$ cat config.mk
export PLATFORM = sky130hd
export DESIGN_NAME = dtc_timing_top
export DESIGN_NICKNAME = d
export VERILOG_FILES = /design/src/core/dtc_pkg.sv /design/src/core/dtc_if.sv /design/src/core/dtc_alert_gen.sv /design/src/core/dtc_delay_line.sv /design/src/core/dtc_timing_top.sv
export SDC_FILE = /design/constraint.sdc
export NUM_CORES = 1
export LEC_CHECK = 0
export BUFFER_PORTS_ARGS = -buffer_cell sky130_fd_sc_hd__buf_2
export CAP_MARGIN = 40
export CELL_PAD_IN_SITES_DETAIL_PLACEMENT = 2
export CELL_PAD_IN_SITES_GLOBAL_PLACEMENT = 2
export CORE_UTILIZATION = 37
export CTS_CLUSTER_DIAMETER = 50
export DETAILED_ROUTE_END_ITERATION = 12
export PLACE_DENSITY_LB_ADDON = 0.25
export SETUP_SLACK_MARGIN = 0.3
export SLEW_MARGIN = 40
export SYNTH_ARGS = -nofsm -noshare
export SYNTH_HDL_FRONTEND = slang
export SYNTH_HIERARCHICAL = 1
export SYNTH_SLANG_ARGS = --single-unit
$ cat constraint.sdc
create_clock -name clk_in -period 7.3 [get_ports clk_in]
set_clock_uncertainty 0.2 [all_clocks]
set_input_delay 1.825 -clock clk_in [delete_from_list [all_inputs] [get_ports clk_in]]
set_output_delay 1.825 -clock clk_in [all_outputs]
set_load 0.1 [all_outputs]
$ cat src/core/dtc_pkg.sv
// Package: constants, types and helpers of the DDR4 device timing block
package dtc_pkg;

  // Clock
  localparam int CLK_PERIOD_PS = 25000;

  // Write CRC error alert
  localparam int CRC_ALERT_MIN_NS = 3;
  localparam int CRC_ALERT_MAX_NS = 13;
  localparam int ALERT_LAT_MIN_CYC = (CRC_ALERT_MIN_NS * 1000 + CLK_PERIOD_PS - 1) / CLK_PERIOD_PS;
  localparam int ALERT_LAT_MAX_RAW = (CRC_ALERT_MAX_NS * 1000) / CLK_PERIOD_PS;
  localparam int ALERT_LAT_MAX_CYC = (ALERT_LAT_MAX_RAW < 1) ? 1 : ALERT_LAT_MAX_RAW;
  localparam int ALERT_PW_MIN_CYC = 6;
  localparam int ALERT_PW_MAX_CYC = 10;
  localparam logic [3:0] ALERT_PW_CYC = 4'h8;

  // Internal write start after write latency
  localparam logic [5:0] WR_START_FULL_CYC = 6'h04;
  localparam logic [5:0] WR_START_BC4_CYC = 6'h02;

  // Read strobe preamble lengths and burst length in clocks
  localparam logic [5:0] RD_PRE_1T_CYC = 6'h01;
  localparam logic [5:0] RD_PRE_2T_CYC = 6'h02;
  localparam logic [2:0] BURST_CYC = 3'h4;

  // Row and refresh operations in progress
  localparam int TRFC1_NS = 350;
  localparam logic [4:0] REF_BUSY_CYC = 5'((TRFC1_NS * 1000 + CLK_PERIOD_PS - 1) / CLK_PERIOD_PS);
  localparam logic [4:0] ROW_BUSY_CYC = 5'h04;

  // Register map
  localparam logic [11:0] CTRL_OFS = 12'h000;
  localparam logic [11:0] STATUS_OFS = 12'h004;

  // Control fields
  localparam int CTRL_RD_PRE_BIT = 0;
  localparam int CTRL_WR_PRE_BIT = 1;
  localparam int CTRL_BC4_BIT = 2;
  localparam int CTRL_RATE_BIT = 3;
  localparam int CTRL_VREF_BIT = 4;
  localparam int CTRL_WL_LSB = 8;
  localparam int CTRL_RL_LSB = 16;
  localparam logic [4:0] WL_RST = 5'h09;
  localparam logic [4:0] RL_RST = 5'h11;

  // Status fields
  localparam int STAT_ALERT_BIT = 0;
  localparam int STAT_PDA_BIT = 1;
  localparam int STAT_PD_BIT = 2;
  localparam int STAT_BUSY_BIT = 3;
  localparam int STAT_CKE_LOW_BIT = 4;
  localparam int STAT_CRC_CNT_LSB = 8;

  // Delay line length
  localparam int DLY_W = 32;
  localparam logic [5:0] AGE_MAX = 6'h3f;

  typedef enum logic [2:0] {
    CMD_NOP = 3'h0,
    CMD_ACT = 3'h1,
    CMD_PRE = 3'h2,
    CMD_REF = 3'h3,
    CMD_WR = 3'h4,
    CMD_RD = 3'h5,
    CMD_MRS_PDA = 3'h6
  } dtc_cmd_t;

  // One-hot slot for a delay of d cycles, zero treated as one
  function automatic logic [DLY_W-1:0] dtc_onehot(input logic [5:0] d);
    logic [5:0] idx;
    idx = (d == 6'h00) ? 6'h00 : d - 6'h01;
    dtc_onehot = {{(DLY_W-1){1'b0}}, 1'b1} << idx[4:0];
  endfunction : dtc_onehot

endpackage : dtc_pkg

$ cat src/core/dtc_if.sv
// Interfaces between the timing block top and its delay line and alert generator
`timescale 1ns/10ps

interface dtc_dly_if;
  logic cmd;
  logic [5:0] delay;
  logic pulse;
  modport src (output cmd, output delay, input pulse);
  modport dly (input cmd, input delay, output pulse);
endinterface : dtc_dly_if

interface dtc_alert_if;
  logic err;
  logic active;
  logic dropped;
  modport src (output err, input active, input dropped);
  modport gen (input err, output active, output dropped);
endinterface : dtc_alert_if

$ cat src/core/dtc_alert_gen.sv
// Write CRC error alert pulse generator
`timescale 1ns/10ps

module dtc_alert_gen (
  input wire logic clk_in,
  input wire logic rst_in,
  dtc_alert_if.gen al
);
  import dtc_pkg::*;

  logic [3:0] cnt_reg;
  logic [3:0] run_reg;

  // Errors during a pulse do not stretch it
  always_ff @(posedge clk_in)
  begin
    if (rst_in)
    begin
      cnt_reg <= 4'h0;
    end
    else if (al.err && cnt_reg == 4'h0)
    begin
      cnt_reg <= ALERT_PW_CYC;
    end
    else if (cnt_reg != 4'h0)
    begin
      cnt_reg <= cnt_reg - 4'h1;
    end
  end

  assign al.active = (cnt_reg != 4'h0);
  assign al.dropped = al.err && (cnt_reg != 4'h0);

  // Length of the current pulse, for checking
  always_ff @(posedge clk_in)
  begin
    if (rst_in)
    begin
      run_reg <= 4'h0;
    end
    else if (al.active)
    begin
      run_reg <= run_reg + 4'h1;
    end
    else
    begin
      run_reg <= 4'h0;
    end
  end

  a_alert_latency: assert property (@(posedge clk_in) disable iff (rst_in)
    al.err && !al.active |=> al.active)
    else $error("alert not raised one cycle after crc error");

  a_alert_width: assert property (@(posedge clk_in) disable iff (rst_in)
    $fell(al.active) |-> (run_reg >= 4'(ALERT_PW_MIN_CYC)) && (run_reg <= 4'(ALERT_PW_MAX_CYC)))
    else $error("alert pulse width outside 6 to 10 clocks");

  a_alert_hold: assert property (@(posedge clk_in) disable iff (rst_in)
    $rose(al.active) |-> al.active [*6])
    else $error("alert pulse shorter than 6 clocks");

  c_alert_pulse: cover property (@(posedge clk_in) disable iff (rst_in)
    $fell(al.active));

  c_alert_dropped: cover property (@(posedge clk_in) disable iff (rst_in)
    al.dropped);

endmodule : dtc_alert_gen

$ cat src/core/dtc_delay_line.sv
// Shift-register delay line: one pulse per command, delay chosen per command
`timescale 1ns/10ps

module dtc_delay_line (
  input wire logic clk_in,
  input wire logic rst_in,
  dtc_dly_if.dly dl
);
  import dtc_pkg::*;

  logic [DLY_W-1:0] sr_reg;
  logic [DLY_W-1:0] sr_next;

  // Overlapping commands each keep their own slot
  always_comb
  begin
    sr_next = sr_reg >> 1;
    if (dl.cmd)
    begin
      sr_next = sr_next | dtc_onehot(dl.delay);
    end
  end

  always_ff @(posedge clk_in)
  begin
    if (rst_in)
    begin
      sr_reg <= '0;
    end
    else
    begin
      sr_reg <= sr_next;
    end
  end

  assign dl.pulse = sr_reg[0];

endmodule : dtc_delay_line

$ cat src/core/dtc_timing_top.sv
// Device-side timing logic: crc alert, write start, read preamble, power-down, pda
`timescale 1ns/10ps

module dtc_timing_top (
  input wire logic clk_in,
  input wire logic rst_in,
  input wire logic psel_in,
  input wire logic penable_in,
  input wire logic pwrite_in,
  input wire logic [11:0] paddr_in,
  input wire logic [31:0] pwdata_in,
  output logic [31:0] prdata_out,
  output logic pready_out,
  output logic pslverr_out,
  input wire logic cke_in,
  input wire logic dq0_in,
  input wire logic cmd_valid_in,
  input wire dtc_pkg::dtc_cmd_t cmd_in,
  input wire logic crc_err_in,
  output logic alert_n_out,
  output logic int_write_start_out,
  output logic dqs_oe_out,
  output logic power_down_out,
  output logic pda_mode_out
);
  import dtc_pkg::*;

  logic rd_pre_2t_reg;
  logic wr_pre_2t_reg;
  logic bc4_fixed_reg;
  logic rate_fast_reg;
  logic vref_trained_reg;
  logic [4:0] wl_reg;
  logic [4:0] rl_reg;
  logic [31:0] prdata_reg;
  logic [7:0] crc_cnt_reg;
  logic cke_s1_reg;
  logic cke_s2_reg;
  logic dq0_s1_reg;
  logic dq0_s2_reg;
  logic [4:0] busy_cnt_reg;
  logic pd_reg;
  logic pda_reg;
  logic [2:0] oe_cnt_reg;
  logic [5:0] wr_age_reg;
  logic [5:0] rd_age_reg;
  logic wr_single_reg;
  logic rd_single_reg;
  logic addr_ok;
  logic wr_en;
  logic wr_cmd;
  logic rd_cmd;
  logic pda_cmd;
  logic [5:0] wr_dly;
  logic [5:0] rd_pre;
  logic [5:0] rd_dly;
  logic [31:0] ctrl_val;
  logic [31:0] stat_val;

  dtc_dly_if wr_dl ();
  dtc_dly_if rd_dl ();
  dtc_alert_if alert ();

  dtc_delay_line u_wr_line (
    .clk_in (clk_in),
    .rst_in (rst_in),
    .dl (wr_dl.dly)
  );

  dtc_delay_line u_rd_line (
    .clk_in (clk_in),
    .rst_in (rst_in),
    .dl (rd_dl.dly)
  );

  dtc_alert_gen u_alert (
    .clk_in (clk_in),
    .rst_in (rst_in),
    .al (alert.gen)
  );

  // APB decode, zero wait states
  assign addr_ok = (paddr_in == CTRL_OFS) || (paddr_in == STATUS_OFS);
  assign wr_en = psel_in && penable_in && pwrite_in && (paddr_in == CTRL_OFS);
  assign pready_out = 1'b1;
  assign pslverr_out = psel_in && penable_in && (!addr_ok || (pwrite_in && paddr_in != CTRL_OFS));
  assign prdata_out = prdata_reg;

  assign ctrl_val = {11'h000, rl_reg, 3'h0, wl_reg, 3'h0, vref_trained_reg, rate_fast_reg,
                     bc4_fixed_reg, wr_pre_2t_reg, rd_pre_2t_reg};
  assign stat_val = {16'h0000, crc_cnt_reg, 3'h0, !cke_s2_reg, (busy_cnt_reg != 5'h00),
                     pd_reg, pda_reg, alert.active};

  // Read data captured in the setup phase
  always_ff @(posedge clk_in)
  begin
    if (rst_in)
    begin
      prdata_reg <= 32'h0000_0000;
    end
    else if (psel_in && !penable_in && !pwrite_in)
    begin
      prdata_reg <= (paddr_in == CTRL_OFS) ? ctrl_val :
                    (paddr_in == STATUS_OFS) ? stat_val : 32'h0000_0000;
    end
  end

  // Control register; two-clock preambles only when the fast-rate bit is set
  always_ff @(posedge clk_in)
  begin
    if (rst_in)
    begin
      rd_pre_2t_reg <= 1'b0;
      wr_pre_2t_reg <= 1'b0;
      bc4_fixed_reg <= 1'b0;
      rate_fast_reg <= 1'b0;
      vref_trained_reg <= 1'b0;
      wl_reg <= WL_RST;
      rl_reg <= RL_RST;
    end
    else if (wr_en)
    begin
      rd_pre_2t_reg <= pwdata_in[CTRL_RD_PRE_BIT] && pwdata_in[CTRL_RATE_BIT];
      wr_pre_2t_reg <= pwdata_in[CTRL_WR_PRE_BIT] && pwdata_in[CTRL_RATE_BIT];
      bc4_fixed_reg <= pwdata_in[CTRL_BC4_BIT];
      rate_fast_reg <= pwdata_in[CTRL_RATE_BIT];
      vref_trained_reg <= pwdata_in[CTRL_VREF_BIT];
      wl_reg <= pwdata_in[CTRL_WL_LSB +: 5];
      rl_reg <= pwdata_in[CTRL_RL_LSB +: 5];
    end
  end

  // Pin synchronisers; clock enable resets high so reset exit shows no false power-down
  always_ff @(posedge clk_in)
  begin
    if (rst_in)
    begin
      cke_s1_reg <= 1'b1;
      cke_s2_reg <= 1'b1;
      dq0_s1_reg <= 1'b1;
      dq0_s2_reg <= 1'b1;
    end
    else
    begin
      cke_s1_reg <= cke_in;
      cke_s2_reg <= cke_s1_reg;
      dq0_s1_reg <= dq0_in;
      dq0_s2_reg <= dq0_s1_reg;
    end
  end

  assign wr_cmd = cmd_valid_in && (cmd_in == CMD_WR);
  assign rd_cmd = cmd_valid_in && (cmd_in == CMD_RD);
  assign pda_cmd = cmd_valid_in && (cmd_in == CMD_MRS_PDA);

  // Crc alert and error count
  assign alert.err = crc_err_in;
  assign alert_n_out = !alert.active;

  always_ff @(posedge clk_in)
  begin
    if (rst_in)
    begin
      crc_cnt_reg <= 8'h00;
    end
    else if (crc_err_in && crc_cnt_reg != 8'hff)
    begin
      crc_cnt_reg <= crc_cnt_reg + 8'h01;
    end
  end

  // Internal write start
  assign wr_dly = {1'b0, wl_reg} + (bc4_fixed_reg ? WR_START_BC4_CYC : WR_START_FULL_CYC);
  assign wr_dl.cmd = wr_cmd;
  assign wr_dl.delay = wr_dly;
  assign int_write_start_out = wr_dl.pulse;

  // Read strobe leaves high impedance one cycle earlier in two-clock mode
  assign rd_pre = rd_pre_2t_reg ? RD_PRE_2T_CYC : RD_PRE_1T_CYC;
  assign rd_dly = {1'b0, rl_reg} - rd_pre;
  assign rd_dl.cmd = rd_cmd;
  assign rd_dl.delay = rd_dly;

  always_ff @(posedge clk_in)
  begin
    if (rst_in)
    begin
      oe_cnt_reg <= 3'h0;
    end
    else if (rd_dl.pulse)
    begin
      oe_cnt_reg <= rd_pre[2:0] + BURST_CYC;
    end
    else if (oe_cnt_reg != 3'h0)
    begin
      oe_cnt_reg <= oe_cnt_reg - 3'h1;
    end
  end

  assign dqs_oe_out = (oe_cnt_reg != 3'h0);

  // Row and refresh operations still in progress
  always_ff @(posedge clk_in)
  begin
    if (rst_in)
    begin
      busy_cnt_reg <= 5'h00;
    end
    else if (cmd_valid_in && cmd_in == CMD_REF)
    begin
      busy_cnt_reg <= REF_BUSY_CYC;
    end
    else if (cmd_valid_in && (cmd_in == CMD_ACT || cmd_in == CMD_PRE))
    begin
      busy_cnt_reg <= (busy_cnt_reg > ROW_BUSY_CYC) ? busy_cnt_reg : ROW_BUSY_CYC;
    end
    else if (busy_cnt_reg != 5'h00)
    begin
      busy_cnt_reg <= busy_cnt_reg - 5'h01;
    end
  end

  // Cke high is taken at once; power-down waits for the operations to finish
  always_ff @(posedge clk_in)
  begin
    if (rst_in)
    begin
      pd_reg <= 1'b0;
    end
    else if (cke_s2_reg)
    begin
      pd_reg <= 1'b0;
    end
    else if (busy_cnt_reg == 5'h00)
    begin
      pd_reg <= 1'b1;
    end
  end

  assign power_down_out = pd_reg;

  // Per-device addressing: low on the lowest data bit enters, trained reference only
  always_ff @(posedge clk_in)
  begin
    if (rst_in)
    begin
      pda_reg <= 1'b0;
    end
    else if (pda_cmd)
    begin
      pda_reg <= vref_trained_reg && !dq0_s2_reg;
    end
  end

  assign pda_mode_out = pda_reg;

  // Cycles since the last write and read, for checking
  always_ff @(posedge clk_in)
  begin
    if (rst_in)
    begin
      wr_age_reg <= AGE_MAX;
      rd_age_reg <= AGE_MAX;
      wr_single_reg <= 1'b0;
      rd_single_reg <= 1'b0;
    end
    else
    begin
      wr_age_reg <= wr_cmd ? 6'h00 : (wr_age_reg == AGE_MAX) ? AGE_MAX : wr_age_reg + 6'h01;
      rd_age_reg <= rd_cmd ? 6'h00 : (rd_age_reg == AGE_MAX) ? AGE_MAX : rd_age_reg + 6'h01;
      if (wr_cmd)
      begin
        wr_single_reg <= (wr_age_reg == AGE_MAX);
      end
      if (rd_cmd)
      begin
        rd_single_reg <= (rd_age_reg == AGE_MAX);
      end
    end
  end

  a_write_start_delay: assert property (@(posedge clk_in) disable iff (rst_in)
    int_write_start_out && wr_single_reg |-> wr_age_reg == wr_dly - 6'h01)
    else $error("internal write start not at write latency plus 4 or 2");

  a_read_preamble_edge: assert property (@(posedge clk_in) disable iff (rst_in)
    $rose(dqs_oe_out) && rd_single_reg |-> rd_age_reg == rd_dly)
    else $error("read strobe drive start not matched to preamble mode");

  a_pd_waits_ops: assert property (@(posedge clk_in) disable iff (rst_in)
    $rose(pd_reg) |-> $past(busy_cnt_reg) == 5'h00 && !$past(cke_s2_reg))
    else $error("power-down entered while operations in progress");

  a_rd_pre_rate: assert property (@(posedge clk_in) disable iff (rst_in)
    rd_pre_2t_reg |-> rate_fast_reg)
    else $error("two-clock read preamble without fast rate");

  a_wr_pre_rate: assert property (@(posedge clk_in) disable iff (rst_in)
    wr_en |=> wr_pre_2t_reg == ($past(pwdata_in[CTRL_WR_PRE_BIT]) && rate_fast_reg))
    else $error("write preamble mode not set as written");

  a_pda_entry: assert property (@(posedge clk_in) disable iff (rst_in)
    pda_cmd |=> pda_reg == ($past(vref_trained_reg) && !$past(dq0_s2_reg)))
    else $error("pda mode not decided by lowest data bit");

  c_pda_entry: cover property (@(posedge clk_in) disable iff (rst_in) $rose(pda_reg));
  c_power_down: cover property (@(posedge clk_in) disable iff (rst_in)
    $rose(pd_reg) && $past(busy_cnt_reg, 2) != 5'h00);
  c_rd_2t: cover property (@(posedge clk_in) disable iff (rst_in)
    $rose(dqs_oe_out) && rd_pre_2t_reg);

endmodule : dtc_timing_top
==> out/results.tsv <==
stage	metric	value	unit
critical_path	worstReg2RegEnd	u_rd_line/sr_reg[1]$_SDFF_PP0_	
global_routing	grt_max_degree	91	
cts	clk_latency	0.42	ns
placement	place_ws	1.76	ns
global_routing	antenna_found_initial	2	
placement	hpwl	11300	µm
layout	final_common_cell	dfxtp_1	
layout	nNetsFinal	775	
drt	viasPerCell	5.39	
sta	finalHoldViolCount	0	
drt	wl_per_cell	18.5	µm
outcome	status	finished, final reports clean	
power	ir_drop	168	µV
die	rows	45	
die	pin_count	95	
synthesis	yosysWarnings	6	
power	p_leak	2.64	nW
drt	drt_first_pass_iters	6	
critical_path	critPathCaptureType	primary output	
critical_path	path_max_fanout	4	
placement	gp_congestion	0.793	
sta	fmax	180	MHz
sta	tightest_slew	0.752	ns
cts	cts.clk_slew.worst_paths	0.06	ns
job	max_cap_violations	0	
drt	drc_errors	0	
sta	maxSlewHeadroom	0.497	
sta	setup_ws	1.75	ns
layout	final_cell_mix	dfxtp_1, nor2_1, buf_2, inv_1	
power	power_density	283	nW/µm²
critical_path	startpoint	paddr_in[9]	
cts	hold_buffers	0	
critical_path	worstSetupPathType	in -> out	
die	core	15100	µm²
drt	route.vias.total	4870	
layout	final_util	0.445	
critical_path	r2r_slack	3.93	ns
die	initial_core_util	0.379	
cts	cts_buffer_depth	2	
die	die_area	16000	µm²
drt	drtIter0Drc	167	
layout	area_growth	17.4	%
cts	numCtsBuffers	17	
global_routing	grt_pass1_wl	27400	µm
die	dieHeight	126	µm
die	die_w	126	µm
sta	fin_crit_sh	0.761	
cts	postCtsSetupBuffers	0	
sta	rsz0062_at_grt	false	
layout	diodes	0	
layout	nFillCells	1644	
global_routing	grt_usage	0.221	
placement	place_area	6120	µm²
global_routing	grt_overflow	0	
sta	slew_violations	0	
hold_path	hp-class	reg -> reg	
drt	routed_wirelength	16700	µm
cts	root_buffer	clkbuf_16	
sta	period_minus_slack	5.55	ns
drt	antenna_left	0	
critical_path	endpoint	pslverr_out	
cts	ctsResizeCount	0	
critical_path	timing.rr.start	rd_pre_2t_reg$_SDFFE_PP0P_	
synthesis	synth_cells	654	
cts	cts_tree	built	
critical_path	worst_setup_path_start_kind	input port	
layout	final_area	6730	µm²
critical_path	ff2ff_path_depth	10	
global_routing	grt_pass1_vias	5465	
sta	setup_viol	0	
cts	clkSinkCount	123	
critical_path	worstPathArrival	3.53	ns
synthesis	syn_avg_cell_area	8.77	µm²
sta	tns	0	ns
synthesis	synth.cell_area	5730	µm²
critical_path	critPathRequiredTime	5.28	ns
cts	htreeDepth	4	
layout	drive_above_1_share	0.180	
placement	port_buffers	62	
critical path, stage by stage:
cell     delay, ns
buf_2         0.10
or4_1         0.67
nor3_1        0.50
a21oi_1       0.12
buf_2         0.32
metal layers:
layer	track usage	vias to the layer above	wire, µm
met5	0	-	16
met2	0.396	86	8380
li1	-	2336	-
met4	0.0801	2	284
met1	0.253	2423	7330
met3	0.0557	23	690
per-stage QoR:
step	total power, mW	hold WS (ns)	std cells
2_1_floorplan	1.00	0.189	667
3_3_place_gp	1.05	0.194	871
3_5_place_dp	1.08	0.200	871
4_1_cts	1.92	0.218	903
5_1_grt	1.98	0.246	903
6_report	1.90	0.213	903
worst min path at each step:
stage,to,slack [ns],cells past startpoint,start
2_1_floorplan,cke_s2_reg$_SDFF_PP1_,0.19,1,cke_s1_reg$_SDFF_PP1_
3_3_place_gp,cke_s2_reg$_SDFF_PP1_,0.19,1,cke_s1_reg$_SDFF_PP1_
3_5_place_dp,dq0_s2_reg$_SDFF_PP1_,0.20,1,dq0_s1_reg$_SDFF_PP1_
4_1_cts,dq0_s2_reg$_SDFF_PP1_,0.22,1,dq0_s1_reg$_SDFF_PP1_
5_1_grt,dq0_s2_reg$_SDFF_PP1_,0.25,1,dq0_s1_reg$_SDFF_PP1_
6_report,dq0_s2_reg$_SDFF_PP1_,0.21,1,dq0_s1_reg$_SDFF_PP1_
final cells by class:
cell class / count / area [µm²] / area share
tap: 188 / 235 / 0.0349
sequential: 123 / 2460 / 0.366
multi-input combinational: 448 / 2930 / 0.434
inverter: 45 / 169 / 0.0251
clock inverter: 14 / 148 / 0.0219
clock buffer: 18 / 439 / 0.0652
timing repair buffer: 67 / 354 / 0.0526
power breakdown:
group | switching [mW] | internal, mW
Combinational | 0.232 | 0.106
Clock | 0.327 | 0.512
Sequential | 0.0284 | 0.700
Power figures use the tool's default switching activity.
